## src/design/flash_fault_pkg.sv

```systemverilog
// Package holding the register map, field layout and carriers of the flash fault configuration block
package flash_fault_pkg;

  localparam int ADDR_W = 16;
  localparam int DATA_W = 32;
  localparam int REG_W = 8;

  // Printed offsets are not word multiples, so they are indices and byte address is 4x index
  localparam logic [ADDR_W-1:0] IDX_FLASH_CONFIG = 16'h3024;
  localparam logic [ADDR_W-1:0] IDX_FAULT_IRQ_CONFIG = 16'h3025;
  localparam logic [ADDR_W-1:0] IDX_FAULT_STATUS = 16'h3026;
  localparam logic [ADDR_W-1:0] IDX_FLASH_STATUS = 16'h3027;

  localparam logic [ADDR_W-1:0] ADDR_FLASH_CONFIG = {IDX_FLASH_CONFIG[ADDR_W-3:0], 2'h0};
  localparam logic [ADDR_W-1:0] ADDR_FAULT_IRQ_CONFIG = {IDX_FAULT_IRQ_CONFIG[ADDR_W-3:0], 2'h0};
  localparam logic [ADDR_W-1:0] ADDR_FAULT_STATUS = {IDX_FAULT_STATUS[ADDR_W-3:0], 2'h0};
  localparam logic [ADDR_W-1:0] ADDR_FLASH_STATUS = {IDX_FLASH_STATUS[ADDR_W-3:0], 2'h0};

  // Field positions of the flash configuration register
  localparam int CFG_CMD_DONE_IRQ_EN = 7;
  localparam int CFG_IGNORE_SINGLE_FAULT = 4;
  localparam int CFG_FORCE_DOUBLE_FAULT = 1;
  localparam int CFG_FORCE_SINGLE_FAULT = 0;
  localparam logic [REG_W-1:0] CFG_WRITE_MASK = 8'h93;
  localparam logic [REG_W-1:0] CFG_RESET = 8'h00;

  // Field positions of the fault interrupt configuration register
  localparam int ERR_DOUBLE_FAULT_IRQ_EN = 1;
  localparam int ERR_SINGLE_FAULT_IRQ_EN = 0;
  localparam logic [REG_W-1:0] ERR_WRITE_MASK = 8'h03;
  localparam logic [REG_W-1:0] ERR_RESET = 8'h00;

  // Status layout: fault status bits 1..0, command done bit 7 of flash status
  localparam int STAT_DOUBLE_FAULT = 1;
  localparam int STAT_SINGLE_FAULT = 0;
  localparam int STAT_CMD_DONE = 7;

  // Flag vector indices
  localparam int NUM_FLAGS = 3;
  localparam int FLAG_SINGLE = 0;
  localparam int FLAG_DOUBLE = 1;
  localparam int FLAG_CMD_DONE = 2;
  // Command done reads 1 after reset: no command in progress
  localparam logic [NUM_FLAGS-1:0] FLAG_RESET = 3'h4;

  typedef struct packed {
    logic readStrobe;
    logic singleErr;
    logic doubleErr;
  } array_read_s;

  typedef struct packed {
    logic cmdDone;
    logic doubleFault;
    logic singleFault;
  } irq_s;

endpackage

```

## src/design/sticky_flag_bank.sv

```systemverilog
// Bank of sticky status flags where a set in the same cycle beats a clear
`timescale 1ns/1ps
module sticky_flag_bank #(
  parameter int N = 3,
  parameter logic [N-1:0] RESET_VAL = '0
) (
  input wire logic clk_sys, // System clock
  input wire logic rst, // Async reset, active high
  input wire logic [N-1:0] setReq, // One-cycle set pulses
  input wire logic [N-1:0] clrReq, // One-cycle clear pulses
  output logic [N-1:0] flags // Registered flag levels
);

  logic [N-1:0] flags_q;
  logic [N-1:0] flags_d;

  always_comb begin
    for (int i = 0; i < N; i++) begin
      // Set wins so an event coinciding with a clear is never lost
      flags_d[i] = setReq[i] | (flags_q[i] & ~clrReq[i]);
    end
  end

  always_ff @(posedge clk_sys or posedge rst) begin
    if (rst) begin
      flags_q <= RESET_VAL;
    end else begin
      flags_q <= flags_d;
    end
  end

  assign flags = flags_q;

endmodule

```

## src/design/flash_fault_irq_config.sv

```systemverilog
// APB configuration and fault flag logic of the flash controller interrupt and ECC fault paths
//
// Implementation choice: the APB interface to the registers.
`timescale 1ns/1ps
// Functional notes
// Command-done interrupt requested while its enable bit 7 and the done flag are set.
// Reserved bits 6..5, 3..2 and 7..2 read zero and ignore writes.
// Ignore bit 4 clear: every real single-bit read fault is reported.
// Ignore bit set: real single-bit faults neither reported nor interrupting.
// Force-double bit 1 set: every array read sets the double-fault flag.
// Force-double clear: double flag set only on a detected double fault.
// Force-double bit persists across reads until software writes zero.
// Force-single bit 0 set: every array read sets the single-fault flag.
// Force-single clear: single flag set only on a real single fault.
// Force-single bit persists until software writes zero to it.
// Double-fault interrupt enable bit 1 gates double-fault interrupt request.
// Single-fault interrupt enable bit 0 gates single-fault interrupt request.
// Flash configuration register decoded at index 4 above base, 3024h.
// Fault interrupt configuration register decoded at index 5 above base, 3025h.
// Done flag set on command finish, cleared by writing 1 to launch.
// Each interrupt request is a level while flag and enable are both set.
module flash_fault_irq_config (
  input wire logic clk_sys, // System clock, 25 MHz
  input wire logic rst, // Async reset, active high
  input wire logic psel, // APB select
  input wire logic penable, // APB enable
  input wire logic pwrite, // APB write direction
  input wire logic [flash_fault_pkg::ADDR_W-1:0] paddr, // APB byte address
  input wire logic [flash_fault_pkg::DATA_W-1:0] pwdata, // APB write data
  output logic [flash_fault_pkg::DATA_W-1:0] prdata, // APB read data
  output logic pready, // APB ready
  output logic pslverr, // APB error on unmapped address
  input wire flash_fault_pkg::array_read_s arrayRead, // Array read strobe with ECC results
  input wire logic cmdFinish, // Pulse when a flash command completes
  output logic cmdLaunch, // Pulse when software launches a command
  output logic ignoreSingleFault, // Current ignore-single setting
  output flash_fault_pkg::irq_s irq // Interrupt request levels
);

  logic [flash_fault_pkg::REG_W-1:0] config_q;
  logic [flash_fault_pkg::REG_W-1:0] config_d;
  logic [flash_fault_pkg::REG_W-1:0] errConfig_q;
  logic [flash_fault_pkg::REG_W-1:0] errConfig_d;
  logic [flash_fault_pkg::DATA_W-1:0] rdata_q;
  logic [flash_fault_pkg::DATA_W-1:0] rdata_d;
  logic launch_q;
  logic launch_d;
  logic [flash_fault_pkg::NUM_FLAGS-1:0] flagSet;
  logic [flash_fault_pkg::NUM_FLAGS-1:0] flagClr;
  logic [flash_fault_pkg::NUM_FLAGS-1:0] flags;
  logic setupPhase;
  logic writeAccess;
  logic [flash_fault_pkg::REG_W-1:0] wrByte;

  // Address decode for the error answer; read mux and write strobes compare paddr directly
  function automatic logic addrHit(input logic [flash_fault_pkg::ADDR_W-1:0] a);
    addrHit = (a == flash_fault_pkg::ADDR_FLASH_CONFIG) ||
              (a == flash_fault_pkg::ADDR_FAULT_IRQ_CONFIG) ||
              (a == flash_fault_pkg::ADDR_FAULT_STATUS) ||
              (a == flash_fault_pkg::ADDR_FLASH_STATUS);
  endfunction

  // Zero wait states: every access completes in its first access cycle
  assign pready = 1'b1;
  assign setupPhase = psel & ~penable;
  assign writeAccess = psel & penable & pwrite;
  assign wrByte = pwdata[flash_fault_pkg::REG_W-1:0];
  assign pslverr = psel & penable & ~addrHit(paddr);

  // Configuration registers; reserved bits are masked out on write R2
  always_comb begin
    config_d = config_q;
    errConfig_d = errConfig_q;
    if (writeAccess && paddr == flash_fault_pkg::ADDR_FLASH_CONFIG) begin
      // Force bits only change on a software write, never by a read R7 R10
      config_d = wrByte & flash_fault_pkg::CFG_WRITE_MASK;
    end
    if (writeAccess && paddr == flash_fault_pkg::ADDR_FAULT_IRQ_CONFIG) begin
      errConfig_d = wrByte & flash_fault_pkg::ERR_WRITE_MASK;
    end
  end

  always_ff @(posedge clk_sys or posedge rst) begin
    if (rst) begin
      config_q <= flash_fault_pkg::CFG_RESET;
      errConfig_q <= flash_fault_pkg::ERR_RESET;
    end else begin
      config_q <= config_d;
      errConfig_q <= errConfig_d;
    end
  end

  // Flag set and clear requests
  always_comb begin
    flagSet = '0;
    flagClr = '0;
    launch_d = 1'b0;
    // Forced faults ignore the ignore bit: a test of the handler must always fire
    flagSet[flash_fault_pkg::FLAG_SINGLE] = arrayRead.readStrobe &
      (config_q[flash_fault_pkg::CFG_FORCE_SINGLE_FAULT] |
       (arrayRead.singleErr & ~config_q[flash_fault_pkg::CFG_IGNORE_SINGLE_FAULT]));
    flagSet[flash_fault_pkg::FLAG_DOUBLE] = arrayRead.readStrobe &
      (config_q[flash_fault_pkg::CFG_FORCE_DOUBLE_FAULT] | arrayRead.doubleErr);
    flagSet[flash_fault_pkg::FLAG_CMD_DONE] = cmdFinish;
    if (writeAccess && paddr == flash_fault_pkg::ADDR_FAULT_STATUS) begin
      flagClr[flash_fault_pkg::FLAG_SINGLE] = wrByte[flash_fault_pkg::STAT_SINGLE_FAULT];
      flagClr[flash_fault_pkg::FLAG_DOUBLE] = wrByte[flash_fault_pkg::STAT_DOUBLE_FAULT];
    end
    // A launch is only accepted while no command is in progress
    if (writeAccess && paddr == flash_fault_pkg::ADDR_FLASH_STATUS &&
        wrByte[flash_fault_pkg::STAT_CMD_DONE] && flags[flash_fault_pkg::FLAG_CMD_DONE]) begin
      flagClr[flash_fault_pkg::FLAG_CMD_DONE] = 1'b1;
      launch_d = 1'b1;
    end
  end

  sticky_flag_bank #(
    .N(flash_fault_pkg::NUM_FLAGS),
    .RESET_VAL(flash_fault_pkg::FLAG_RESET)
  ) u_flags (
    .clk_sys(clk_sys),
    .rst(rst),
    .setReq(flagSet),
    .clrReq(flagClr),
    .flags(flags)
  );

  // Read data is captured in the setup cycle so prdata comes from a flop
  always_comb begin
    rdata_d = rdata_q;
    if (setupPhase) begin
      rdata_d = '0;
      if (!pwrite) begin
        unique case (paddr)
          flash_fault_pkg::ADDR_FLASH_CONFIG: begin
            rdata_d[flash_fault_pkg::REG_W-1:0] = config_q;
          end
          flash_fault_pkg::ADDR_FAULT_IRQ_CONFIG: begin
            rdata_d[flash_fault_pkg::REG_W-1:0] = errConfig_q;
          end
          flash_fault_pkg::ADDR_FAULT_STATUS: begin
            rdata_d[flash_fault_pkg::STAT_SINGLE_FAULT] = flags[flash_fault_pkg::FLAG_SINGLE];
            rdata_d[flash_fault_pkg::STAT_DOUBLE_FAULT] = flags[flash_fault_pkg::FLAG_DOUBLE];
          end
          flash_fault_pkg::ADDR_FLASH_STATUS: begin
            rdata_d[flash_fault_pkg::STAT_CMD_DONE] = flags[flash_fault_pkg::FLAG_CMD_DONE];
          end
          default: begin
            rdata_d = '0;
          end
        endcase
      end
    end
  end

  always_ff @(posedge clk_sys or posedge rst) begin
    if (rst) begin
      rdata_q <= '0;
      launch_q <= 1'b0;
    end else begin
      rdata_q <= rdata_d;
      launch_q <= launch_d;
    end
  end

  assign prdata = rdata_q;
  assign cmdLaunch = launch_q;
  assign ignoreSingleFault = config_q[flash_fault_pkg::CFG_IGNORE_SINGLE_FAULT];

  // Requests are levels from flops, dropping as soon as flag or enable clears
  assign irq.cmdDone = flags[flash_fault_pkg::FLAG_CMD_DONE] &
    config_q[flash_fault_pkg::CFG_CMD_DONE_IRQ_EN];
  assign irq.doubleFault = flags[flash_fault_pkg::FLAG_DOUBLE] &
    errConfig_q[flash_fault_pkg::ERR_DOUBLE_FAULT_IRQ_EN];
  assign irq.singleFault = flags[flash_fault_pkg::FLAG_SINGLE] &
    errConfig_q[flash_fault_pkg::ERR_SINGLE_FAULT_IRQ_EN];

endmodule

```

## config.mk

```make
export PLATFORM = sky130hd
export DESIGN_NAME = flash_fault_irq_config
export DESIGN_NICKNAME = d
export VERILOG_FILES = /design/src/design/flash_fault_pkg.sv /design/src/design/sticky_flag_bank.sv /design/src/design/flash_fault_irq_config.sv
export SDC_FILE = /design/constraint.sdc
export NUM_CORES = 1
export LEC_CHECK = 0
export BUFFER_PORTS_ARGS = -buffer_cell sky130_fd_sc_hd__clkbuf_2
export CAP_MARGIN = 15
export CORE_UTILIZATION = 39
export CTS_CLUSTER_DIAMETER = 100
export DETAILED_ROUTE_END_ITERATION = 8
export GPL_TIMING_DRIVEN = 0
export PLACE_DENSITY = 0.82
export SLEW_MARGIN = 20
export SYNTH_ARGS = -nofsm -noshare
export SYNTH_HDL_FRONTEND = slang
export SYNTH_SLANG_ARGS = --single-unit
```

## constraint.sdc

```tcl
create_clock -name clk_sys -period 1.98 [get_ports clk_sys]
set_input_delay 0.297 -clock clk_sys [delete_from_list [all_inputs] [get_ports clk_sys]]
set_output_delay 0.297 -clock clk_sys [all_outputs]
set_load 0.02 [all_outputs]
```

==> flow_summary.yaml <==
clocking:
  cts_hold_buf: 0
  cts_buffers: 3
  post_cts_buffers: 0
  ctsRootBufferMaster: "clkbuf_4"
  clk_latency_ns: 0.28
  cts_tree: "built"
  clkTransAtPathRegs_ns: 0.08
  clock_path_buffers: 2
  cts_resized: 0
  htreeDepth: 1
  cts.sinks: 14
global_route:
  grt-ovfl-total: 0
  grt_max_degree: 15
  use_met1: 0.185
  met3_usage: 0.0290
  grt_pass1_vias: 779
  top_usage_layer: "met2"
  antenna_found_initial: 0
  grt_pass1_wl_mm: 3.11
  gr-usage-all-layers: 0.157
  grt_util_met2: 0.268
drt:
  drc: 0
  drt_pass1_iterations: 7
  viasPerCell: 4.37
  drt-initial-drc-count: 9
  vias: 891
  wire_per_inst_um: 10.2
  routed_wl_mm: 2.08
  ant_nets: 0
logic_synthesis:
  synth_edf_count: 0
  synth_flop_cell: "dfrtp_1"
  ys_warn_count: 0
  async_flop_share: 1.00
  syn_avg_cell_area_um2: 9.16
  synth.distinct_cells: 28
  synthesis.area_um2: 990
  synth_seq_cells: 14
  ys_seq_area_frac: 0.355
  syn_inst: 108
floorplan:
  io_pins: 96
  num_rows: 17
  start_util: 0.431
  die-area_mm2: 0.00274
  die_w_um: 52.4
  die_y_um: 52.4
  coreArea_mm2: 0.00230
pwr:
  p_total_uw: 614
  p_per_area_mw_per_mm2: 459
  ir_worst_vdd_mv: 0.327
  p_leak_uw: 0.000749
placed_design:
  io_buffer_count: 37
  placed_cell_area_mm2: 0.00131
  hpwl_mm: 1.81
  dp_cells: 200
  place.gp.congestion: 0.862
  post-place-ws_ns: 0.225
final_layout:
  fillers: 224
  drive_above_1_share: 0.460
  stdcell_area_mm2: 0.00134
  fin_nets: 234
  fin_cells: 204
  antenna_cells: 0
  area_growth_pct: 35.1
  multi_input_area_um2: 509
  regArea_um2: 352
critical_path:
  critPathMaxStageDelay_ns: 0.38
  path_cells: "clkbuf_2 -> nor4_1 -> nand4_1 -> nor4_4 -> mux2_2"
  critPathTopFamily: "simple AND/OR/NAND/NOR gates"
  crit_path_end_kind: "flip-flop"
  cp_slowest_cell: "mux2_2"
  crit_required_ns: 2.14
  path_class: "in -> reg"
  crit_fanout: 4
  worst-path-buf-inv: 1
  worstPathArrival_ns: 1.61
  crit_path_start_kind: "primary input"
status:
  status: "completed"
job:
  max_cap_viol_count: 0
worst_hold_path:
  hp-class: "in -> async"
timing:
  tns_ns: 0
  fin_crit_ns: 1.44
  final_hold_viol_count: 0
  fin_crit_sh: 0.730
  finClkSkew_ns: 0.00674
  tightestPinTransition_ns: 0.529
  clock.fmax_ghz: 0.692
  grt_setup_unrepaired: "false"
  finalMaxSlewViolations: 0
  worst_slack_ns: 0.535
  setup_violations: 0
  slew_headroom: 0.647
-- placed cells by master (no fill, tap or decap), types with 2 or more instances in the layout --
master and n:
a21oi_1 3, and2_1 3, and4bb_2 2, buf_4 29, clkbuf_2 37, clkbuf_4 3, conb_1 29, dfrtp_1 13
inv_1 2, mux2_2 6, mux2i_1 2, nand2_1 11, nand2b_1 2, nand4_1 4, nor2_1 5, nor2b_1 3
o21ai_0 8
-- layout make-up --
class	count	share of cell area
multi-input cells	89	0.381
flip-flops and latches	14	0.263
plain buffers	30	0.167
repair buffers	37	0.138
well taps	28	0.0262
clock buffers	4	0.0196
inverters	2	0.00561
-- where the power goes --
group | leakage (uW) | total (uW) | internal [uW] | switching (uW)
Combinational | 0.000553 | 163 | 70.3 | 92.3
Sequential | 0.000182 | 286 | 286 | 0.0108
Clock | 0.0000150 | 166 | 78.2 | 87.8
Total | 0.000749 | 614 | 434 | 180
-- flip-flops by register name, indices dropped and copies added (netlist names) --
| register | cells |
|---|---|
| errConfig_q | 2 |
| config_q | 4 |
| cmdLaunch | 1 |
| u_flags.flags | 3 |
| prdata | 4 |
-- layer usage --
layer	wire, um	vias up
met5	0	-
met4	22	0
met3	245	3
met2	990	54
met1	821	382
li1	-	452
-- kinds of logic after synthesis --
| family | after synthesis | share of synthesized area |
|---|---|---|
| buf+inv | 32 | 0.233 |
| other cells | 2 | 0.00759 |
| simple gates | 40 | 0.253 |
| mux | 8 | 0.0885 |
| flops | 14 | 0.355 |
| compound gates | 12 | 0.0632 |
-- stage by stage --
| step | utilization | hold WS [ns] |
|---|---|---|
| finish | 0.582 | 0.0190 |
| global route | 0.582 | 0.0794 |
| CTS | 0.582 | 0.0370 |
| detailed placement | 0.571 | 0.346 |
| global placement | 0.571 | 0.331 |
| floorplan | - | 0.186 |
-- cell usage after synthesis, types with 2 or more instances --
master / n / area, um2
and4bb_2: 2 / 25.0
a21oi_1: 3 / 15.0
inv_1: 2 / 7.51
mux2_2: 6 / 67.6
o21ai_0: 8 / 40.0
dfrtp_1: 13 / 325
nand4_1: 4 / 25.0
nor2b_1: 3 / 18.8
mux2i_1: 2 / 20.0
nand2b_1: 2 / 12.5
conb_1: 2 / 7.51
and2_1: 3 / 18.8
nand2_1: 11 / 41.3
nor2_1: 5 / 18.8
buf_4: 29 / 218
-- final timing paths --
check | from | endpoint | slack (ns) | cells after the start
worst min-delay path | rst | prdata[4] | 0.02 | 2
worst max-delay path | paddr[8] | config_q[7] | 0.54 | 5
max in group asynchronous | rst | u_flags.flags[2] | 1.59 | 2
min in group clk_sys | cmdFinish | u_flags.flags[2] | 0.22 | 2
worst min register to register | prdata[0] | prdata[0] | 0.49 | 2
worst max register to register | u_flags.flags[2] | prdata[7] | 0.99 | 3
Power figures use the tool's default switching activity.
